$ cat config.mk
export PLATFORM = sky130hd
export DESIGN_NAME = sram_port_controller_flat
export DESIGN_NICKNAME = d
export VERILOG_FILES = /design/src/hw/sram_port_pkg.sv /design/src/hw/sram_port_if.sv /design/src/hw/sram_port_controller.sv /design/src/flat_wrapper.sv
export VERILOG_INCLUDE_DIRS = /design/src /design/src/hw
export SDC_FILE = /design/constraint.sdc
export NUM_CORES = 1
export LEC_CHECK = 0
export BUFFER_PORTS_ARGS = -buffer_cell sky130_fd_sc_hd__buf_2
export CAP_MARGIN = 20
export CORE_MARGIN = 5
export CORE_UTILIZATION = 37
export CTS_CLUSTER_DIAMETER = 200
export DETAILED_ROUTE_END_ITERATION = 7
export MAX_ROUTING_LAYER = met4
export PLACE_DENSITY = 0.68
export SYNTH_ARGS = -nofsm -noshare
export SYNTH_HDL_FRONTEND = slang
export SYNTH_SLANG_ARGS = --single-unit
$ cat constraint.sdc
create_clock -name ref_clk -period 1.6 [get_ports ref_clk]
set_clock_uncertainty 0.05 [all_clocks]
set_input_delay 0.08 -clock ref_clk [delete_from_list [all_inputs] [get_ports ref_clk]]
set_output_delay 0.08 -clock ref_clk [all_outputs]
set_load 0.05 [all_outputs]
$ cat src/hw/sram_port_params.svh
// Constants for the burst SRAM input port and its controller end
`ifndef SRAM_PORT_PARAMS_SVH
`define SRAM_PORT_PARAMS_SVH
`define ADDR_W        18
`define LANES         4
`define LANE_W        8
`define BURST_W       2
`define BURST_LEN     4
`define ADDR_ZERO     18'h00000
`define BURST_ZERO    2'h0
`define BURST_ONE     2'h1
`define LANES_OFF     4'hf
`define LEN_ZERO      3'h0
`define LEN_ONE       3'h1
`endif

$ cat src/hw/sram_port_pkg.sv
// Types shared by both ends of the burst SRAM input port
`include "sram_port_params.svh"
package sram_port_pkg;
    typedef logic [`ADDR_W-1:0]         addr_t;
    typedef logic [`LANES-1:0]          lane_sel_t;
    typedef logic [`LANES*`LANE_W-1:0]  data_t;
    typedef logic [`LANES-1:0]          parity_t;
    typedef enum logic [1:0] {ST_IDLE, ST_BURST} ctl_state_t;
endpackage

$ cat src/hw/sram_port_if.sv
// Pin-level carrier between the memory controller and the SRAM input port
`timescale 1ns/100ps
interface sram_port_if;
    import sram_port_pkg::*;
    addr_t     address;
    lane_sel_t lane_write_select_n;
    logic      write_strobe_n;
    logic      advance_or_load;
    logic      clock_qualify_n;
    data_t     write_data;
    parity_t   parity_lane;

    modport device (
        input address,
        input lane_write_select_n,
        input write_strobe_n,
        input advance_or_load,
        input clock_qualify_n,
        input write_data,
        input parity_lane
    );
    modport controller (
        output address,
        output lane_write_select_n,
        output write_strobe_n,
        output advance_or_load,
        output clock_qualify_n,
        output write_data,
        output parity_lane
    );
endinterface

$ cat src/hw/sram_port_controller.sv
// Controller end: drives address, lane selects, strobe, advance and qualify
`timescale 1ns/100ps
`include "sram_port_params.svh"
module sram_port_controller (
    // Clock and reset
    input  wire logic                ref_clk,
    input  wire logic                rst_b,
    // User request
    input  wire logic                req_valid,
    output logic                     req_ready,
    input  wire logic                req_write,
    input  sram_port_pkg::addr_t     req_address,
    input  wire logic [2:0]          req_length,
    input  sram_port_pkg::lane_sel_t req_lane_enable,
    input  sram_port_pkg::data_t     req_data,
    input  sram_port_pkg::parity_t   req_parity,
    input  wire logic                suspend,
    // Pins to the SRAM
    sram_port_if.controller          pins
);
    import sram_port_pkg::*;

    ctl_state_t state;
    ctl_state_t next_state;
    logic [2:0] remain;
    logic [2:0] next_remain;
    addr_t     addr_q;
    addr_t     next_addr_q;
    lane_sel_t lane_q;
    lane_sel_t next_lane_q;
    logic      we_n_q;
    logic      next_we_n_q;
    logic      adv_q;
    logic      next_adv_q;
    logic      qual_n_q;
    logic      next_qual_n_q;
    data_t     data_q;
    data_t     next_data_q;
    parity_t   parity_q;
    parity_t   next_parity_q;

    // Data beats of a burst reuse the request's payload; no buffering
    assign req_ready = (state == ST_IDLE) && !suspend;

    always_comb begin
        next_state    = state;
        next_remain   = remain;
        next_addr_q   = addr_q;
        next_lane_q   = lane_q;
        next_we_n_q   = we_n_q;
        next_adv_q    = adv_q;
        next_data_q   = data_q;
        next_parity_q = parity_q;
        next_qual_n_q = suspend;
        if (!suspend) begin
            case (state)
                ST_IDLE: begin
                    next_lane_q = `LANES_OFF;
                    next_we_n_q = 1'b1;
                    next_adv_q  = 1'b0;
                    if (req_valid) begin
                        next_addr_q   = req_address;
                        next_adv_q    = 1'b0;
                        next_we_n_q   = ~req_write;
                        next_lane_q   = req_write ? ~req_lane_enable : `LANES_OFF;
                        next_data_q   = req_data;
                        next_parity_q = req_parity;
                        if (req_length > `LEN_ONE) begin
                            next_remain = req_length - `LEN_ONE;
                            next_state  = ST_BURST;
                        end
                    end
                end
                ST_BURST: begin
                    next_adv_q  = 1'b1;
                    next_remain = remain - `LEN_ONE;
                    if (remain == `LEN_ONE) begin
                        next_state = ST_IDLE;
                    end
                end
                default: begin
                    next_state = ST_IDLE;
                end
            endcase
        end
    end

    always_ff @(posedge ref_clk or negedge rst_b) begin
        if (!rst_b) begin
            state    <= ST_IDLE;
            remain   <= `LEN_ZERO;
            addr_q   <= `ADDR_ZERO;
            lane_q   <= `LANES_OFF;
            we_n_q   <= 1'b1;
            adv_q    <= 1'b0;
            qual_n_q <= 1'b1;
            data_q   <= '0;
            parity_q <= '0;
        end else begin
            state    <= next_state;
            remain   <= next_remain;
            addr_q   <= next_addr_q;
            lane_q   <= next_lane_q;
            we_n_q   <= next_we_n_q;
            adv_q    <= next_adv_q;
            qual_n_q <= next_qual_n_q;
            data_q   <= next_data_q;
            parity_q <= next_parity_q;
        end
    end

    assign pins.address             = addr_q;
    assign pins.lane_write_select_n = lane_q;
    assign pins.write_strobe_n      = we_n_q;
    assign pins.advance_or_load     = adv_q;
    assign pins.clock_qualify_n     = qual_n_q;
    assign pins.write_data          = data_q;
    assign pins.parity_lane         = parity_q;
endmodule

$ cat src/flat_wrapper.sv
// flat-port wrapper written by rule: the top's interface ports become plain ports
module sram_port_controller_flat import sram_port_pkg::*;
  (ref_clk, rst_b, req_valid, req_ready, req_write, req_address, req_length, req_lane_enable, req_data, req_parity, suspend, pins_address, pins_lane_write_select_n, pins_write_strobe_n, pins_advance_or_load, pins_clock_qualify_n, pins_write_data, pins_parity_lane);
  sram_port_if pins_i ();
  input  wire logic ref_clk;
  input  wire logic rst_b;
  input  wire logic req_valid;
  output logic req_ready;
  input  wire logic req_write;
  input  sram_port_pkg::addr_t req_address;
  input  wire logic [2:0] req_length;
  input  sram_port_pkg::lane_sel_t req_lane_enable;
  input  sram_port_pkg::data_t req_data;
  input  sram_port_pkg::parity_t req_parity;
  input  wire logic suspend;
  output wire logic [$bits(pins_i.address)-1:0] pins_address;
  output wire logic [$bits(pins_i.lane_write_select_n)-1:0] pins_lane_write_select_n;
  output wire logic [$bits(pins_i.write_strobe_n)-1:0] pins_write_strobe_n;
  output wire logic [$bits(pins_i.advance_or_load)-1:0] pins_advance_or_load;
  output wire logic [$bits(pins_i.clock_qualify_n)-1:0] pins_clock_qualify_n;
  output wire logic [$bits(pins_i.write_data)-1:0] pins_write_data;
  output wire logic [$bits(pins_i.parity_lane)-1:0] pins_parity_lane;
  assign pins_address = pins_i.address;
  assign pins_lane_write_select_n = pins_i.lane_write_select_n;
  assign pins_write_strobe_n = pins_i.write_strobe_n;
  assign pins_advance_or_load = pins_i.advance_or_load;
  assign pins_clock_qualify_n = pins_i.clock_qualify_n;
  assign pins_write_data = pins_i.write_data;
  assign pins_parity_lane = pins_i.parity_lane;
  sram_port_controller u_core (.ref_clk(ref_clk), .rst_b(rst_b), .req_valid(req_valid), .req_ready(req_ready), .req_write(req_write), .req_address(req_address), .req_length(req_length), .req_lane_enable(req_lane_enable), .req_data(req_data), .req_parity(req_parity), .suspend(suspend), .pins(pins_i));
endmodule
Word level (Yosys, flattened, before mapping)
Index checks and enable logic that the tools add are counted.
{"block": "totals", "ff_bits": 66, "latchBits": 0, "ramBits": 0, "romBits": 0, "in_bits": 66, "out_inout_bits": 62, "elab_cells": 40, "memories": 0}
{"block": "op_classes", "addsub": 2, "multipliers": 0, "n_div": 0, "magnitude_cmp": 1, "eq_ne": 5, "shift": 0, "mux": 11, "n_bitwise": 3, "n_reduce_logical": 9}
{"operator": "two-way mux 4 bit", "count": 2}
{"operator": "AND reduction 4 bit", "count": 2}
{"operator": "two-way mux 2 bit", "count": 3}
{"operator": "two-way mux 3 bit", "count": 2}
{"operator": "one-hot mux 3 bit (2 select lines)", "count": 1}
{"operator": "subtractor 3 x 1 -> 3 bit, second input constant", "count": 2}
{"operator": "!= test 2 bit, second input constant", "count": 2}
{"operator": "inverter 4 bit", "count": 1}
{"operator": "one-hot mux 2 bit (2 select lines)", "count": 1}
{"operator": "AND reduction 2 bit", "count": 2}
{"operator": "== test 3 x 1 -> 1 bit, second input constant", "count": 1}
{"operator": "greater-than comparator 3 x 1 -> 1 bit, second input constant", "count": 1}
{"operator": "AND reduction 3 bit", "count": 1}
{"operator": "== test 2 x 1 -> 1 bit, second input constant", "count": 1}
{"operator": "logical NOT 2 bit", "count": 1}
{"operator": "!= test 2 x 1 -> 1 bit, second input constant", "count": 1}
{"operator": "inverter 1 bit", "count": 2}
{"operator": "one-hot mux 1 bit (2 select lines)", "count": 1}
{"operator": "nonzero test 2 bit", "count": 1}
{"operator": "logical AND 1 bit", "count": 1}
{"operator": "logical NOT 1 bit", "count": 1}
{"operator": "two-way mux 1 bit", "count": 1}

Logic depth before layout (Yosys ltp)
{"block": "depth", "word_depth": 4, "mapped_depth": 6, "depth_no_buf": 5}

Least setup slack after synthesis
OpenSTA, ideal clock, no wires.
{"block": "synth_timing", "kind": "flip-flop to flip-flop", "from": "register u_core.state[0]", "to": "register u_core.addr_q[0], in the netlist u_core.pins.address[0]", "arrival_ps": 1639, "t_required_ps": 1425, "setup_slack_ps": -215, "path_stages_with_launch": 7, "n_path_buf": 3, "cell_sequence": "dfrtp_1 > buf_6 > nor2_4 > and2_4 > buf_12 > buf_12 > mux2_4"}
{"block": "synth_between", "elab_chain_len": 2}
{"item": "start: declaration", "line": "sram_port_controller.sv:23", "rtl": "ctl_state_t state;"}
{"item": "start signal: assignment", "line": "sram_port_controller.sv:100", "rtl": "state <= next_state;"}
{"item": "logical NOT 2 bit", "line": "sram_port_controller.sv:56", "rtl": "case (state)"}
{"item": "AND reduction 3 bit (no source line)"}
{"item": "end signal: assignment", "line": "sram_port_controller.sv:92", "rtl": "addr_q <= `ADDR_ZERO;"}
{"item": "end signal: assignment", "line": "sram_port_controller.sv:102", "rtl": "addr_q <= next_addr_q;"}
{"item": "end: declaration", "line": "sram_port_controller.sv:27", "rtl": "addr_t addr_q;"}
No other way between the ends.
A chain may end at the register's enable or synchronous reset.

Final worst setup path
{"block": "layout_timing", "from": "input suspend", "to": "register u_core.addr_q[0], in the netlist u_core.pins.address[0]"}
{"block": "layout_between", "elab_chain_len": 2}
{"item": "start: declaration", "line": "flat_wrapper.sv:15", "rtl": "input wire logic suspend;"}
{"item": "inverter 1 bit (no source line)"}
{"item": "AND reduction 3 bit (no source line)"}
No other way between the ends.

==> results.txt <==
Core area: 7610 µm²
Post_cts resized: 0
Row count: 32
Area of the multi-input gates: 1060 µm²
Min-delay src: req_write
Slew Viols, Final: 0
Number of synthesis warnings: 0
CTS tree: built
FF-to-FF Start: u_core.state[0]
Aggregate global-route resource usage: 16.0%
Critical Path AT: 1630 ps
Synth cell types: 25
Critical path's top delay family: buffers and inverters
Post-synth top area share: 52.0%
Number of diodes: 0
Unrepaired setup endpoints after global routing: false
Final Hold Fails: 0
Share of layout cells above drive strength 1: 58.8%
Worst-path cell chain: dlygate4sd3_1 -> buf_2 -> nor2_4 -> and2_4 -> buf_12 -> mux2_4
Fin crit share: 92.2%
Worst slack at placement: 204 ps
Clk sink count: 65
Yosys top cell by area: dfrtp_1
Nets: 434
Crit. End Element: flip-flop
Initial Util: 37.3%
Worst Path Max Fanout: 19
Max Buffers Root-to-Sink: 2
Crit Path Class: primary input to flip-flop
Worst EP required: 1760 ps
CP peak stage delay: 530 ps
Root buffer cell: clkbuf_8
Antenna Nets Post-Route: 0
First-pass GRT wire length: 11,800 µm
Level count of the clock H-tree: 3
GRT overflow: 0
Met1 Use GR: 17.5%
Commonest cells after routing, fill and taps aside: buf_2, dlygate4sd3_1, dfrtp_1
R2R Setup Slk: 200 ps
Buf/Inv on CP: 3
Reg area: 1630 µm²
Vias: 2,068
Routability Congestion: 0.725
Initial drt markers: 73
Worst reg2reg path depth: 4
Max Clock Freq: 0.678 GHz
Hold Path Depth: 3
Cell depth of the worst setup path: 6
Commonest non-fill, non-tap cell in the layout: buf_2
Fill cells: 647
Met2 Track Usage GR: 28.4%
Die area: 9520 µm²
Drt via density: 4.39
Worst Tran Pin Value: 339 ps
# DRC: 0
DP Wirelength: 4510 µm
Worst skew pair latency: 330 ps
Post-CTS Hold Buffers: 60
WL final: 7230 µm
R2r endpoint: u_core.pins.address[0]
Area growth syn-to-layout: 53.6%
Slew headroom: 77.4%
Drt wl/cell: 15.4 µm
DR pass1 iterations: 3
VDD IR max: 0.000771 V
Seq/Total Area, Yosys: 57.6%
Crit path launch: suspend
Die width: 97.6 µm
Crit path to: u_core.pins.address[0]
Initial antenna violation count: 0
Final worst setup slack: 126 ps
FF+latch count, synth: 65
Maximum Capacitance Violations: 0
Status: finished clean
Clock transition at path regs: 70 ps
IO Count: 128
Gr busiest metal: met2
Post-Syn Area: 2840 µm²
Pwr per Cell Area: 1780 nW/µm²
Chip Height: 97.6 µm
Synthesized netlist net count: 236
Met3 Use GR: 4.59%
Total power: 0.00775 W
Hold WC Path Type: primary input to flip-flop
Synthesized instance count: 166
Worst setup SP type: primary input
Port-buffer cells: 127
Post-Syn Area per Cell: 17.1 µm²
Final min period: 1470 ps
Leak: 2.15 nW
Largest cells by area after synthesis: dfrtp_1, mux2_4, dfstp_2, buf_12, mux2_2
Vias in the first global route: 2,296
Slowest-stage cell, CP: dlygate4sd3_1
Largest net degree at the start of global routing: 66
CTS Buf Count: 9
Setup violators final: 0
Setup Fix Bufs, Post-CTS: 0
==> registers in the layout (all words and copies together) (netlist names) <==
register,cells
u_core.pins.advance_or_load,1
u_core.pins.write_strobe_n,1
u_core.pins.parity_lane,4
u_core.pins.address,18
u_core.pins.write_data,32
u_core.pins.clock_qualify_n,1
u_core.remain,3
u_core.state,1
u_core.pins.lane_write_select_n,4
==> synth_stat cells <==
library cell	count
mux2i_1	2
o21ai_0	2
nor2_1	9
buf_6	1
o221a_2	1
inv_1	4
mux2_4	50
o21bai_1	1
dfstp_2	6
nor2_4	1
dfrtp_1	59
and2_1	1
ha_1	4
nand3_1	1
a211oi_1	1
mux2_2	6
buf_12	6
and3b_2	1
a22o_2	1
and2_4	1
xnor2_1	1
and3_2	1
a21oi_1	4
nand2_1	1
nand3b_1	1
==> stage by stage <==
stage | instances | util [%] | TNS (ps) | hold slack [ps] | cell area [µm²]
finish | 471 | 57.3 | 0 | 41.0 | 4360
global route | 471 | 57.3 | 0 | 53.0 | 4360
CTS | 471 | 57.3 | 0 | 29.2 | 4360
detailed placement | 395 | 47.0 | 0 | 74.7 | 3570
global placement | 395 | 47.0 | 0 | 73.5 | 3570
floorplan | 166 | - | -10060 | -266 | 2840
==> logic make-up after synthesis <==
group | share of synthesized area (%)
buffers and inverters | 5.16
adder cells (fa/ha/maj) | 1.76
flip-flops | 57.6
XOR/XNOR | 0.309
multiplexers | 29.5
AO/OA/AOI/OAI | 2.34
AND/OR/NAND/NOR | 3.31
==> layout make-up <==
class                      instances  area share [%]
clock inverter                     6            1.35
timing repair buffer             194            30.7
clock buffer                      10            2.93
sequential                        65            37.5
tap                              102            2.93
inverter                           4           0.344
multi-input combinational         90            24.3
==> how the worst min path moves through the flow <==
stage	endpoint	slack, ps
after global placement	u_core.pins.address[10]	70
after CTS	u_core.pins.write_strobe_n	30
final	u_core.pins.write_strobe_n	40
after floorplan	u_core.pins.address[0]	-270
after global routing	u_core.pins.write_strobe_n	50
after detailed placement	u_core.pins.address[10]	70
==> routing by layer <==
layer  vias up  part of all wire (%)
met5         -                     0
li1        972                     -
met1      1026                    40
met4         0                  0.64
met2        66                    54
met3         4                   5.3
==> where the power goes <==
group	internal, W	leakage [nW]	switching [W]
Combinational	0.00132	1.30	0.00256
Sequential	0.00223	0.754	0.000327
Clock	0.000712	0.0998	0.000608
Total	0.00426	2.15	0.00349
==> worst min-delay path, stage by stage <==
cell and delay, ps:
buf_2 70, and3_2 210, nor2_1 60
Note: power is estimated with default switching activity, not from simulation.
